--- src/pkg/sbrg_pkg.sv ---
package sbrg_pkg;

  // register map, byte addresses on the plain register port
  localparam logic [7:0] BDC_OFFSET = 8'h00;
  localparam logic [7:0] STAT_OFFSET = 8'h01;

  // field layout of baud_divider_control
  localparam int PS_LSB = 4;
  localparam int PS_W = 2;
  localparam int RS_LSB = 0;
  localparam int RS_W = 3;

  // values after reset
  localparam logic [7:0] BDC_RESET = 8'h00;
  localparam logic [7:0] STAT_RESET = 8'h00;

  // fixed divide-by-64 stage
  localparam int FIX_W = 6;
  localparam logic [5:0] FIX_LIMIT = 6'h3f;

  // prescaler stage: terminal counts are divisor minus one
  localparam int PD_W = 4;
  localparam logic [3:0] PD_LIMIT_00 = 4'h0;
  localparam logic [3:0] PD_LIMIT_01 = 4'h2;
  localparam logic [3:0] PD_LIMIT_10 = 4'h3;
  localparam logic [3:0] PD_LIMIT_11 = 4'hc;

  // rate divisor stage: divisor is two to the field value
  localparam int BD_W = 7;
  localparam logic [6:0] BD_ONE = 7'h01;

endpackage : sbrg_pkg

--- src/design/sbrg_div_stage.sv ---
`timescale 1ns/1ps
`default_nettype none

// one synchronous divider stage: counts steps, pulses on the terminal count
module sbrg_div_stage #(
  parameter int W = 4
) (
  // clock and reset
  input wire logic clk,
  input wire logic rst,
  // control
  input wire logic clear,
  input wire logic step,
  input wire logic [W-1:0] limit,
  // result
  output logic tick,
  output logic [W-1:0] count
);

  typedef struct packed {
    logic [W-1:0] cnt;
  } sbrg_stage_t;

  sbrg_stage_t st_ff;
  sbrg_stage_t nxt_st;

  // greater-or-equal guards against a count left above a new limit
  assign tick = step && !clear && (st_ff.cnt >= limit);
  assign count = st_ff.cnt;

  always_comb begin
    nxt_st = st_ff;
    if (clear) begin
      nxt_st.cnt = '0;
    end else if (step) begin
      if (st_ff.cnt >= limit) begin
        nxt_st.cnt = '0;
      end else begin
        nxt_st.cnt = st_ff.cnt + {{(W-1){1'b0}}, 1'b1};
      end
    end
  end

  always_ff @(posedge clk or posedge rst) begin
    if (rst) begin
      st_ff <= '0;
    end else begin
      st_ff <= nxt_st;
    end
  end

endmodule : sbrg_div_stage

`default_nettype wire

--- src/design/sbrg_top.sv ---
// Added by the designer: the strobed register port and the placing of the registers.
`timescale 1ns/1ps
`default_nettype none

module sbrg_top (
  // clock and reset
  input wire logic CORE_CLK,
  input wire logic RST,
  // register port
  input wire logic [7:0] REG_ADDR,
  input wire logic [7:0] REG_WDATA,
  input wire logic REG_WR,
  input wire logic REG_RD,
  output logic [7:0] REG_RDATA,
  // bit rate enables
  output logic RX_BAUD_TICK,
  output logic TX_BAUD_TICK
);

  typedef struct packed {
    logic [1:0] prescale_sel;
    logic [2:0] rate_sel;
    logic [7:0] rdata;
    logic rx_tick;
    logic tx_tick;
    logic [7:0] tick_cnt;
    logic [16:0] chk_period;
    logic chk_seen;
    logic [3:0] chk_pd_gap;
    logic chk_pd_seen;
    logic [7:0] chk_mid;
  } sbrg_state_t;

  sbrg_state_t st_ff;
  sbrg_state_t nxt_st;

  logic bdc_wr;
  logic [3:0] pd_limit;
  logic [6:0] bd_limit;
  logic pre_tick;
  logic fix_tick;
  logic rate_tick;

  assign bdc_wr = REG_WR && (REG_ADDR == sbrg_pkg::BDC_OFFSET);

  // prescaler terminal count from the select field
  always_comb begin
    case (st_ff.prescale_sel)
      2'b00: begin
        pd_limit = sbrg_pkg::PD_LIMIT_00;
      end
      2'b01: begin
        pd_limit = sbrg_pkg::PD_LIMIT_01;
      end
      2'b10: begin
        pd_limit = sbrg_pkg::PD_LIMIT_10;
      end
      default: begin
        pd_limit = sbrg_pkg::PD_LIMIT_11;
      end
    endcase
  end

  // power-of-two rate divisor, terminal count is divisor minus one
  assign bd_limit = (sbrg_pkg::BD_ONE << st_ff.rate_sel) - sbrg_pkg::BD_ONE;

  // chain: prescaler, then fixed 64, then rate divisor; a divider register write restarts it
  sbrg_div_stage #(
    .W(sbrg_pkg::PD_W)
  ) u_pre (
    .clk(CORE_CLK),
    .rst(RST),
    .clear(bdc_wr),
    .step(1'b1),
    .limit(pd_limit),
    .tick(pre_tick),
    .count()
  );

  sbrg_div_stage #(
    .W(sbrg_pkg::FIX_W)
  ) u_fix (
    .clk(CORE_CLK),
    .rst(RST),
    .clear(bdc_wr),
    .step(pre_tick),
    .limit(sbrg_pkg::FIX_LIMIT),
    .tick(fix_tick),
    .count()
  );

  sbrg_div_stage #(
    .W(sbrg_pkg::BD_W)
  ) u_rate (
    .clk(CORE_CLK),
    .rst(RST),
    .clear(bdc_wr),
    .step(fix_tick),
    .limit(bd_limit),
    .tick(rate_tick),
    .count()
  );

  always_comb begin
    nxt_st = st_ff;

    // divider register
    if (bdc_wr) begin
      nxt_st.prescale_sel = REG_WDATA[sbrg_pkg::PS_LSB +: sbrg_pkg::PS_W];
      nxt_st.rate_sel = REG_WDATA[sbrg_pkg::RS_LSB +: sbrg_pkg::RS_W];
    end

    // read data stands only in the cycle after the strobe
    nxt_st.rdata = 8'h00;
    if (REG_RD) begin
      if (REG_ADDR == sbrg_pkg::BDC_OFFSET) begin
        nxt_st.rdata = {2'b00, st_ff.prescale_sel, 1'b0, st_ff.rate_sel};
      end else if (REG_ADDR == sbrg_pkg::STAT_OFFSET) begin
        nxt_st.rdata = st_ff.tick_cnt;
      end else begin
        nxt_st.rdata = 8'h00;
      end
    end

    // same pulse to both directions
    nxt_st.rx_tick = rate_tick;
    nxt_st.tx_tick = rate_tick;

    // running count of bit periods, visible in the status register
    if (rate_tick) begin
      nxt_st.tick_cnt = st_ff.tick_cnt + 8'h01;
    end

    // bookkeeping watched by the checks below
    if (bdc_wr) begin
      nxt_st.chk_period = 17'h00000;
      nxt_st.chk_seen = 1'b0;
      nxt_st.chk_pd_gap = 4'h0;
      nxt_st.chk_pd_seen = 1'b0;
      nxt_st.chk_mid = 8'h00;
    end else begin
      if (rate_tick) begin
        nxt_st.chk_period = 17'h00001;
        nxt_st.chk_seen = 1'b1;
        nxt_st.chk_mid = 8'h00;
      end else begin
        nxt_st.chk_period = st_ff.chk_period + 17'h00001;
        if (fix_tick) begin
          nxt_st.chk_mid = st_ff.chk_mid + 8'h01;
        end
      end
      if (pre_tick) begin
        nxt_st.chk_pd_gap = 4'h1;
        nxt_st.chk_pd_seen = 1'b1;
      end else begin
        nxt_st.chk_pd_gap = st_ff.chk_pd_gap + 4'h1;
      end
    end
  end

  always_ff @(posedge CORE_CLK or posedge RST) begin
    if (RST) begin
      st_ff <= '0;
    end else begin
      st_ff <= nxt_st;
    end
  end

  assign REG_RDATA = st_ff.rdata;
  assign RX_BAUD_TICK = st_ff.rx_tick;
  assign TX_BAUD_TICK = st_ff.tx_tick;

  // checks

  chk_same_rate: assert property (
    @(posedge CORE_CLK) disable iff (RST)
    RX_BAUD_TICK == TX_BAUD_TICK
  ) else $error("receiver and transmitter rate enables differ");

  chk_prescale_gap: assert property (
    @(posedge CORE_CLK) disable iff (RST)
    (pre_tick && st_ff.chk_pd_seen) |->
      (st_ff.chk_pd_gap ==
        ((st_ff.prescale_sel == 2'b00) ? 4'd1 :
         (st_ff.prescale_sel == 2'b01) ? 4'd3 :
         (st_ff.prescale_sel == 2'b10) ? 4'd4 : 4'd13))
  ) else $error("prescaler period does not match its select code");

  chk_rate_steps: assert property (
    @(posedge CORE_CLK) disable iff (RST)
    (rate_tick && st_ff.chk_seen) |->
      ((st_ff.chk_mid + 8'd1) == (8'd1 << st_ff.rate_sel))
  ) else $error("rate divisor does not match its select code");

  chk_bit_period: assert property (
    @(posedge CORE_CLK) disable iff (RST)
    (rate_tick && st_ff.chk_seen) |->
      (st_ff.chk_period == 17'd64 *
        ((st_ff.prescale_sel == 2'b00) ? 17'd1 :
         (st_ff.prescale_sel == 2'b01) ? 17'd3 :
         (st_ff.prescale_sel == 2'b10) ? 17'd4 : 17'd13) *
        (17'd1 << st_ff.rate_sel))
  ) else $error("bit period differs from 64 times both divisors");

  chk_reset_fields: assert property (
    @(posedge CORE_CLK)
    $past(RST) |-> (st_ff.prescale_sel == 2'b00 && st_ff.rate_sel == 3'b000)
  ) else $error("divider fields not cleared by reset");

  chk_single_pulse: assert property (
    @(posedge CORE_CLK) disable iff (RST)
    RX_BAUD_TICK |=> !RX_BAUD_TICK [*8]
  ) else $error("rate enable longer than one cycle or too close");

  chk_read_back: assert property (
    @(posedge CORE_CLK) disable iff (RST)
    (REG_RD && REG_ADDR == sbrg_pkg::BDC_OFFSET) |=>
      (REG_RDATA == {2'b00, $past(st_ff.prescale_sel), 1'b0, $past(st_ff.rate_sel)})
  ) else $error("divider register read back wrong");

  chk_restart: assert property (
    @(posedge CORE_CLK) disable iff (RST)
    bdc_wr |=> !RX_BAUD_TICK [*8]
  ) else $error("rate enable too soon after a divider write");

  // register port: fields follow a write and hold otherwise
  chk_write_prescale: assert property (
    @(posedge CORE_CLK) disable iff (RST)
    bdc_wr |=>
      (st_ff.prescale_sel == $past(REG_WDATA[sbrg_pkg::PS_LSB +: sbrg_pkg::PS_W]))
  ) else $error("prescale select not taken from a divider write");

  chk_write_rate: assert property (
    @(posedge CORE_CLK) disable iff (RST)
    bdc_wr |=>
      (st_ff.rate_sel == $past(REG_WDATA[sbrg_pkg::RS_LSB +: sbrg_pkg::RS_W]))
  ) else $error("rate select not taken from a divider write");

  chk_fields_hold: assert property (
    @(posedge CORE_CLK) disable iff (RST)
    !bdc_wr |=> ($stable(st_ff.prescale_sel) && $stable(st_ff.rate_sel))
  ) else $error("divider fields changed without a write");

  // read data stands for one cycle only and is zero otherwise
  chk_rdata_idle: assert property (
    @(posedge CORE_CLK) disable iff (RST)
    !REG_RD |=> (REG_RDATA == 8'h00)
  ) else $error("read data present without a read strobe");

  // outputs are quiet straight after reset
  chk_reset_outputs: assert property (
    @(posedge CORE_CLK)
    $past(RST) |-> (!RX_BAUD_TICK && !TX_BAUD_TICK && REG_RDATA == 8'h00)
  ) else $error("outputs not quiet after reset");

  // the registered enables follow the chain by exactly one cycle
  chk_tick_follows: assert property (
    @(posedge CORE_CLK) disable iff (RST)
    rate_tick |=> RX_BAUD_TICK
  ) else $error("rate enable missing after the chain terminal count");

  chk_no_stray_tick: assert property (
    @(posedge CORE_CLK) disable iff (RST)
    !rate_tick |=> !RX_BAUD_TICK
  ) else $error("rate enable without a chain terminal count");

  // each stage can only fire when the stage before it steps
  chk_fix_needs_pre: assert property (
    @(posedge CORE_CLK) disable iff (RST)
    fix_tick |-> pre_tick
  ) else $error("fixed stage fired without a prescaler step");

  chk_rate_needs_fix: assert property (
    @(posedge CORE_CLK) disable iff (RST)
    rate_tick |-> fix_tick
  ) else $error("rate stage fired without a fixed stage step");

  // status counter advances once per bit period
  chk_status_count: assert property (
    @(posedge CORE_CLK) disable iff (RST)
    rate_tick |=> (st_ff.tick_cnt == $past(st_ff.tick_cnt) + 8'h01)
  ) else $error("status count did not advance on a bit period");

  chk_status_hold: assert property (
    @(posedge CORE_CLK) disable iff (RST)
    !rate_tick |=> $stable(st_ff.tick_cnt)
  ) else $error("status count moved without a bit period");

endmodule : sbrg_top

`default_nettype wire

--- config.mk ---
export PLATFORM = sky130hd
export DESIGN_NAME = sbrg_top
export DESIGN_NICKNAME = d
export VERILOG_FILES = /design/src/pkg/sbrg_pkg.sv /design/src/design/sbrg_div_stage.sv /design/src/design/sbrg_top.sv
export SDC_FILE = /design/constraint.sdc
export NUM_CORES = 1
export LEC_CHECK = 0
export BUFFER_PORTS_ARGS = -buffer_cell sky130_fd_sc_hd__buf_2
export CAP_MARGIN = 40
export CORE_MARGIN = 4
export CORE_UTILIZATION = 40
export DETAILED_ROUTE_END_ITERATION = 8
export GPL_TIMING_DRIVEN = 0
export HOLD_SLACK_MARGIN = 0.06
export PLACE_DENSITY = 0.66
export SLEW_MARGIN = 20
export SYNTH_ARGS = -nofsm -noshare
export SYNTH_HDL_FRONTEND = slang
export SYNTH_SLANG_ARGS = --single-unit
--- constraint.sdc ---
create_clock -name CORE_CLK -period 4.7 [get_ports CORE_CLK]
set_input_delay 0.47 -clock CORE_CLK [delete_from_list [all_inputs] [get_ports CORE_CLK]]
set_output_delay 0.47 -clock CORE_CLK [all_outputs]
set_load 0.02 [all_outputs]
# After elaboration in Yosys (flattened, before gate mapping)

Index checks and enable logic that the tools add are counted.

Logic and storage cells: 43
Output and inout port bits: 10
Input port bits: 20
Register bits after elaboration: 39

Mux-type cells: 12
Order comparisons: 3
Equal/unequal tests: 3
Reduce and logical (&&, ||, !) cells: 11
Add/sub/neg operators: 5
Shift-type cells: 1

Operators by type and width:

| operator              | number |
|---|---|
| $mux W8               | 3 |
| $mux W7               | 3 |
| $mux W6               | 3 |
| $pmux W4 S3           | 1 |
| $add A8 B1 Y8 const B | 1 |
| $eq A8 B1 Y1 const B  | 1 |
| $logic_not A8 Y1      | 1 |
| $mux W4               | 2 |
| $add A7 B1 Y7 const B | 1 |
| $ge A7 B7 Y1          | 1 |
| $shl A1 B3 Y7 const A | 1 |
| $sub A7 B1 Y7 const B | 1 |
| $add A6 B1 Y6 const B | 1 |
| $ge A6 B6 Y1 const B  | 1 |
| $logic_and A1 B1 Y1   | 6 |
| $add A4 B1 Y4 const B | 1 |
| $ge A4 B4 Y1          | 1 |
| $reduce_bool A2 Y1    | 2 |
| $eq A2 B1 Y1 const B  | 1 |
| $eq A2 B2 Y1 const B  | 1 |
| $logic_not A2 Y1      | 1 |
| $logic_not A1 Y1      | 1 |

# Logic depth before layout (Yosys ltp)

Gate-level depths: netlist (run 1).

Depth in word-level cells: 8
Mapped depth: 10
Mapped depth without buffers: 8

# Cells and area by module

Synthesis (run 1) repeated with hierarchy kept, for this count alone.

Cell total of the unflattened synthesis: 242
Area total of the unflattened synthesis: 2,443.6 um^2

By module, submodules not included:

| module                  | cells an instance | instances | seq. area each (um^2) | area an instance (um^2) |
|---|---|---|---|---|
| sbrg_top                | 89                | 1         | 550.5                 | 1,053.5 |
| sbrg_div_stage (u_rate) | 61                | 1         | 175.2                 | 560.5 |
| sbrg_div_stage (u_fix)  | 54                | 1         | 150.1                 | 473.0 |
| sbrg_div_stage (u_pre)  | 38                | 1         | 100.1                 | 356.6 |

# Worst setup path after synthesis (run 1)

OpenSTA, ideal clock, no wires.

Path kind: reg-to-reg
Start: register st_ff[51] (netlist bit)
End: register u_rate.st_ff (netlist bit u_rate.count[5])
Period minus slack after synthesis: 2.265 ns
Arrival: 2.183 ns
Cell stages (with the launch flop): 9
Required time: 4.618 ns
Buffers on the path: 1
Library setup time: 0.082 ns
Slack: 2.435 ns
Cell sequence: dfrtp_1 > or3_1 > ha_1 > nor2b_1 > o21ai_0 > a21oi_1 > clkbuf_1 > nand3_1 > a31oi_1

Longest elaborated chain between the ends: 6

Ends and longest elaborated chain:

| item                   | line                 | source |
|---|---|---|
| start, declared        | sbrg_top.sv:34       | `sbrg_state_t st_ff;` |
| start signal, assigned | sbrg_top.sv:165      | `st_ff <= nxt_st;` |
| $shl A1 B3 Y7          | sbrg_top.sv:65       | `assign bd_limit = (sbrg_pkg::BD_ONE << st_ff.rate_sel) - sbrg_pkg::BD_ONE;` |
| $sub A7 B1 Y7          | sbrg_top.sv:65       |  |
| $ge A7 B7 Y1           | sbrg_div_stage.sv:36 | `if (st_ff.cnt >= limit) begin` |
| $mux W7                | sbrg_div_stage.sv:36 |  |
| $mux W7                | sbrg_div_stage.sv:35 | `end else if (step) begin` |
| $mux W7                | sbrg_div_stage.sv:33 | `if (clear) begin` |
| end signal, assigned   | sbrg_div_stage.sv:48 | `st_ff <= nxt_st;` |
| end, declared          | sbrg_div_stage.sv:24 | `sbrg_stage_t st_ff;` |

No other way between the ends. The select of a mux whose other input is x is not followed.
A chain may end at the register's enable or synchronous reset.

# Worst setup path in the final report (run 1)

Start: register st_ff[51] (netlist bit)
End: register u_rate.st_ff (netlist bit u_rate.count[3])

The elaborated chain is that of the path after synthesis.

==> results of run 1 <==
[worst register-to-register path: cells and delay by family, from the launching register on]
family	cells	cell delay (ps)
flip-flops	1	460
AO/OA/AOI/OAI	3	770
adder cells (fa/ha/maj)	1	270
AND/OR/NAND/NOR	3	680
buffers and inverters	1	400
[per-layer routing]
| metal | global-route usage | share of wire | up-vias |
|---|---|---|---|
| met5 | 0 | 0 | - |
| met4 | 0.0465 | 0.012 | 0 |
| met3 | 0.0318 | 0.062 | 5 |
| met2 | 0.205 | 0.47 | 38 |
| met1 | 0.167 | 0.46 | 761 |
| li1 | - | - | 834 |
[power groups by stage]
stage	clock (uW)	combinational (uW)	sequential (uW)
6_report	265	231	441
5_1_grt	288	265	447
4_1_cts	274	234	440
3_5_place_dp	0	233	447
3_3_place_gp	0	222	444
2_1_floorplan	0	187	432
[cell usage after synthesis, types with 2 or more instances]
library cell and number:
or2_2 4, dfrtp_1 39, ha_1 17, o22ai_1 3, and3_1 5, or3_1 8
inv_1 7, buf_4 12, nor2_1 15, buf_2 3, nand2_1 29, o21ai_0 8
nor4_1 4, a31oi_1 2, xor2_1 8, nand3_1 16, nor4b_1 2, and2_1 5
mux2i_1 6, a21oi_1 14, xnor2_1 2
[metrics by stage]
step,utilization,std cells
after floorplan,-,225
after global placement,0.462,320
after detailed placement,0.467,321
after CTS,0.487,328
after global routing,0.487,328
final,0.487,328
[cells by family after synthesis]
| logic type | after synthesis | share of synthesized area |
|---|---|---|
| simple gates | 99 | 0.241 |
| flops | 39 | 0.446 |
| compound gates | 29 | 0.0749 |
| buf+inv | 24 | 0.0669 |
| fa+ha+maj | 17 | 0.0971 |
| xor+xnor | 10 | 0.0400 |
| mux | 7 | 0.0343 |
[cells in the final DEF, fill, tap and decap left out, types with 2 or more instances in the layout]
| cell type | n |
|---|---|
| and2_1 | 5 |
| dfrtp_1 | 39 |
| inv_1 | 6 |
| o22ai_1 | 3 |
| buf_4 | 12 |
| and3_1 | 5 |
| nand3_1 | 16 |
| xnor2_1 | 2 |
| mux2i_1 | 6 |
| or3_1 | 8 |
| a31oi_1 | 2 |
| nand2_1 | 29 |
| nor4b_1 | 2 |
| clkbuf_8 | 5 |
| nor4_1 | 4 |
| nor2_1 | 15 |
| o21ai_0 | 8 |
| xor2_1 | 8 |
| clkbuf_1 | 2 |
| or2_2 | 4 |
| ha_1 | 17 |
| buf_2 | 28 |
| a21oi_1 | 14 |
[layout make-up]
cell class              instances  area, sq um  area share
plain buffers                  17          120      0.0474
flip-flops and latches         39          976       0.385
clock inverters                 1         30.0      0.0119
well taps                      70         87.6      0.0346
inverters                       7         26.3      0.0104
multi-input cells             162         1070       0.421
clock buffers                   6         72.6      0.0287
repair buffers                 26          153      0.0603
[path summary, 6_finish.rpt]
kind	endpoint	slack [ps]	cells after the start
max	u_rate.count[3]$_DFFE_PP0P_	2030	8
min	REG_RDATA[7]$_DFF_PP0_	180	2
max reg2reg	u_rate.count[3]$_DFFE_PP0P_	2030	8
min reg2reg	st_ff[38]$_DFFE_PP0P_	460	1
max in group asynchronous	u_fix.count[3]$_DFFE_PP0P_	4070	3
min in group CORE_CLK	st_ff[53]$_DFFE_PP0N_	370	3
[flip-flops by register name, summed over array words and instances, names as in the netlist]
signal,count
REG_RDATA,8
TX_BAUD_TICK,1
st_ff,13
u_fix.count,6
u_pre.count,4
u_rate.count,7
==> results.py, run 1 <==
metrics = {
    "outcome": {
        "status": "complete, no violations",
    },
    "clock_network": {
        "cts-root-buf": "clkbuf_8",
        "h-tree-depth": 2,
        "cts-hold-fix-buffers": 0,
        "cts.sinks": 39,
        "post_cts_buffers": 0,
        "ctsResizeCount": 0,
        "insertion_delay_ps": 290,
        "numCtsBuffers": 5,
        "cts_tree": "built",
        "cts.clk_slew.worst_paths_ps": 70,
        "clockBufferDepth": 2,
    },
    "logic_synthesis": {
        "netlist_instances": 225,
        "yosys_warnings": 0,
        "yosysTopAreaCell": "dfrtp_1",
        "yosysTopAreaCellShare": 0.446,
        "syn_area_per_cell_sq_um": 9.73,
        "synth_edf_count": 0,
        "async_flop_share": 1.00,
        "ys_seq_elements": 39,
        "synthFlopType": "dfrtp_1",
        "yosysUniqueCellTypes": 37,
        "synth.area.top_cells": "dfrtp_1 45%, ha_1 9.7%, nand2_1 5.0%",
        "synth_seq_area_share": 0.446,
        "synth_area_sq_um": 2190,
        "syn-num-nets": 262,
    },
    "routing": {
        "drt_iter0_markers": 37,
        "num_vias": 1638,
        "drtPass1Iterations": 4,
        "vias_per_cell": 4.99,
        "ant_nets": 0,
        "drt-total-wl_um": 4080,
        "wl_per_cell_um": 12.5,
        "drc": 0,
    },
    "placed_design": {
        "dp_slack_ps": 2040,
        "dp_hpwl_um": 3070,
        "gp_congestion": 0.829,
        "dpl_cell_area_sq_um": 2430,
        "portBuffers": 25,
    },
    "floorplan": {
        "die_h_um": 82.0,
        "ios": 30,
        "core_sq_um": 5200,
        "die_w_um": 82.0,
        "initial_utilization": 0.421,
        "placementRows": 26,
        "die_area_sq_um": 6720,
    },
    "layout": {
        "fillerInstances": 523,
        "antenna_cells": 0,
        "stdcell_area_sq_um": 2530,
        "syn_to_final_growth_pct": 15.7,
        "drive_gt1_frac": 0.233,
        "nets": 295,
    },
    "power": {
        "p_comb_frac": 0.246,
        "pwr-share-clk": 0.283,
        "pwr-share-seq": 0.471,
        "powerDensity_nw_per_um2": 370,
        "internal_power_uw": 652,
        "p_sw_frac": 0.303,
        "vdd_drop_max_v": 0.000206,
        "leakagePower_uw": 0.00122,
        "p_sw_uw": 284,
        "finalPower_uw": 936,
    },
    "global_routing": {
        "antenna_found_initial": 0,
        "overflow": 0,
        "grt_max_degree": 21,
        "grt_pass1_vias": 1476,
        "grt_pass1_wl_um": 6650,
        "track_usage": 0.128,
    },
    "critical_path": {
        "cp-end-kind": "register",
        "critPathLaunch": "st_ff[51]$_DFFE_PP0N_",
        "crit_path_start_kind": "register",
        "cp.required_ps": 4900,
        "max_stage_delay_ps": 530,
        "worstPathCellList": "or3_1 -> ha_1 -> nor2b_1 -> o21ai_0 -> a21oi_1 -> clkbuf_1 -> nand2_1 -> o22ai_1",
        "critical_path.top_delay_family": "compound AO/OA/AOI/OAI gates",
        "crit_slowest_cell": "a21oi_1",
        "path_buf_inv": 1,
        "reg2reg_from": "st_ff[51]$_DFFE_PP0N_",
        "criticalPathCategory": "register to register",
        "cp_max_fo": 10,
        "cp.arrival_ps": 2880,
    },
    "sta": {
        "fin_tns_setup_ps": 0,
        "finalHoldViolCount": 0,
        "grt_setup_unrepaired": "false",
        "worstMarginPinSlew_ps": 666,
        "worst_slack_ps": 2030,
        "slew_viol_final": 0,
        "post-route-period-util": 0.569,
        "max_slew_margin": 0.556,
        "setup_viol": 0,
        "clock.fmax_mhz": 374,
        "timing.hold.ws_ps": 177,
        "fin_skew_ps": 8.12,
        "period_needed_ps": 2670,
    },
    "hold_path": {
        "hold_path.class": "primary input to async pin",
    },
    "flow_run": {
        "maxCapViolations": 0,
    },
}
Power figures use the tool's default switching activity.
==> run 2, diff against run 1 <==
- PLACE_DENSITY: 0.66 -> 0.68
- clock period: 4.7 -> 2.17 ns (I/O delays scaled with it)
==> run 2 against run 1 <==
  * Global-route usage rose by 2.0 points
  * Via count rose by 5.7%
  * Final area grew 12%
  * Wire length up 12%
  * Die area stayed put
  * Total power is 140% higher
  * First-iteration DRC count grew to 3.2 times the previous value
  * Sequential cell count unchanged
  * Sequential share of layout area is 4.1 points lower
  * Fmax up 23%
  * Clock power is 120% higher
  * Critical endpoint is now st_ff[32]$_DFFE_PP0P_
  * Highest routed layer unchanged
==> results.py, run 2 (synthesized netlist as in run 1, its figures left out) <==
metrics = {
    "floorplan": {
        "placementRows": 26,
        "die_h_um": 82.0,
        "initial_utilization": 0.421,
        "core_sq_um": 5200,
        "ios": 30,
        "die_w_um": 82.0,
        "die_area_sq_um": 6720,
    },
    "critical_path": {
        "crit_path_start_kind": "register",
        "cp-end-kind": "register",
        "criticalPathCategory": "register to register",
        "reg2reg_from": "st_ff[50]$_DFFE_PP0N_",
        "cp_max_fo": 6,
        "critPathLaunch": "st_ff[50]$_DFFE_PP0N_",
        "cp.required_ps": 2350,
        "cp.arrival_ps": 2350,
    },
    "global_routing": {
        "antenna_found_initial": 0,
        "grt_pass1_wl_um": 7640,
        "grt_max_degree": 22,
        "track_usage": 0.148,
        "grt_pass1_vias": 1647,
        "overflow": 0,
    },
    "layout": {
        "largest_reg_flops": 13,
        "nets": 307,
        "fillerInstances": 448,
        "regMostFlops": "st_ff",
        "final_cell_mix": "36 x dfrtp_1, 28 x nand2_1, 26 x buf_2",
        "final_cells": 340,
        "syn_to_final_growth_pct": 29.9,
        "final_common_cell": "dfrtp_1",
        "antenna_cells": 0,
        "drive_gt1_frac": 0.359,
    },
    "routing": {
        "num_vias": 1732,
        "wl_met1_um": 2080,
        "wl_per_cell_um": 13.4,
        "vias_per_cell": 5.09,
        "drt_iter0_markers": 120,
        "ant_nets": 0,
        "topRoutingLayerUsed": "met4",
        "wl_met2_um": 2190,
        "met3_wirelength_um": 243,
        "drc": 0,
        "drtPass1Iterations": 4,
        "drt-total-wl_um": 4560,
    },
    "hold_path": {
        "hp-start": "REG_WDATA[1]",
        "hold_path.class": "primary input to register",
    },
    "sta": {
        "finalHoldViolCount": 0,
        "worstMarginPinSlew_ps": 478,
        "grt_setup_unrepaired": "true",
        "fin_tns_setup_ps": 0,
        "slew_viol_final": 0,
        "fin_skew_ps": 6.35,
        "clock.fmax_mhz": 461,
        "period_needed_ps": 2170,
        "post-route-period-util": 0.999,
        "setup_viol": 0,
        "worst_slack_ps": 2.77,
        "max_slew_margin": 0.681,
    },
    "placed_design": {
        "dp_slack_ps": -292,
        "gp_congestion": 0.803,
        "portBuffers": 25,
        "placed_cells": 321,
        "dp_hpwl_um": 3120,
    },
    "clock_network": {
        "cts_tree": "built",
        "numCtsBuffers": 5,
        "cts.clk_slew.worst_paths_ps": 70,
        "cts-root-buf": "clkbuf_8",
        "h-tree-depth": 2,
        "clockBufferDepth": 2,
        "cts.sinks": 39,
        "insertion_delay_ps": 290,
    },
    "outcome": {
        "status": "complete, no violations",
    },
    "power": {
        "finalPower_uw": 2210,
        "vdd_drop_max_v": 0.000577,
        "leakagePower_uw": 0.00130,
        "powerDensity_nw_per_um2": 777,
    },
    "flow_run": {
        "maxCapViolations": 0,
    },
}
[run 2: changes by cell type in the layout (fill, tap and decap cells not counted), sizes merged]
cell | before | now
dlygate4sd3 | 0 | 1
buf | 42 | 53
[run 2: what timing repair did]
| item | in CTS | in global routing |
|---|---|---|
| setup buffers | 9 | 4 |
| resized for setup | 30 | 8 |
| endpoints found under the hold margin | 20 | 0 |
| pin swaps | 14 | 6 |
| setup endpoints to repair | 24 | 18 |
| hold buffers | 1 | 0 |
[run 2: per-layer routing]
| layer | vias up | global-route usage |
|---|---|---|
| met4 | 0 | 0.0449 |
| met5 | - | 0 |
| met3 | 5 | 0.0384 |
| li1 | 858 | - |
| met2 | 36 | 0.243 |
| met1 | 833 | 0.190 |
[run 2: worst paths after layout]
| path | slack (ps) | depth (start not counted) | end |
|---|---|---|---|
| worst max-delay path | 3 | 8 | st_ff[32]$_DFFE_PP0P_ |
| worst min-delay path | 110 | 3 | st_ff[50]$_DFFE_PP0N_ |
| worst max register to register | 3 | 8 | st_ff[32]$_DFFE_PP0P_ |
| worst min register to register | 470 | 1 | st_ff[38]$_DFFE_PP0P_ |
| max in group asynchronous | 1210 | 4 | st_ff[53]$_DFFE_PP0N_ |
| min in group asynchronous | 490 | 3 | st_ff[34]$_DFFE_PP0P_ |
[run 2: where the power goes]
group | internal, uW | switching [uW] | total [uW]
registers | 840 | 122 | 962
logic | 351 | 320 | 671
clock network | 337 | 241 | 578
total | 1530 | 683 | 2210
[run 2: critical path, stage by stage (launching register included)]
cell and delay (ps):
dfrtp_2 450, or3_4 410, ha_4 260, nor2b_1 40, o21ai_1 140, a21oi_2 110
buf_12 140, nor3_4 190, mux2_4 310
[run 2: per-stage QoR]
step	instance area [sq um]	utilization	hold WS, ps
after global placement	2410	0.462	410
after detailed placement	2430	0.468	265
after global routing	2850	0.547	114
final	2850	0.547	114
after CTS	2790	0.536	107
after floorplan	2190	-	322
[run 2: cell type report]
| type | instances | area (sq um) | share of cell area |
|---|---|---|---|
| Inverter | 7 | 26.3 | 0.00923 |
| Buffer | 15 | 124 | 0.0435 |
| Tap cell | 70 | 87.6 | 0.0308 |
| Sequential cell | 39 | 980 | 0.344 |
| Clock inverter | 1 | 30.0 | 0.0106 |
| Multi-Input combinational cell | 162 | 1250 | 0.440 |
| Clock buffer | 6 | 72.6 | 0.0255 |
| Timing Repair Buffer | 40 | 273 | 0.0959 |
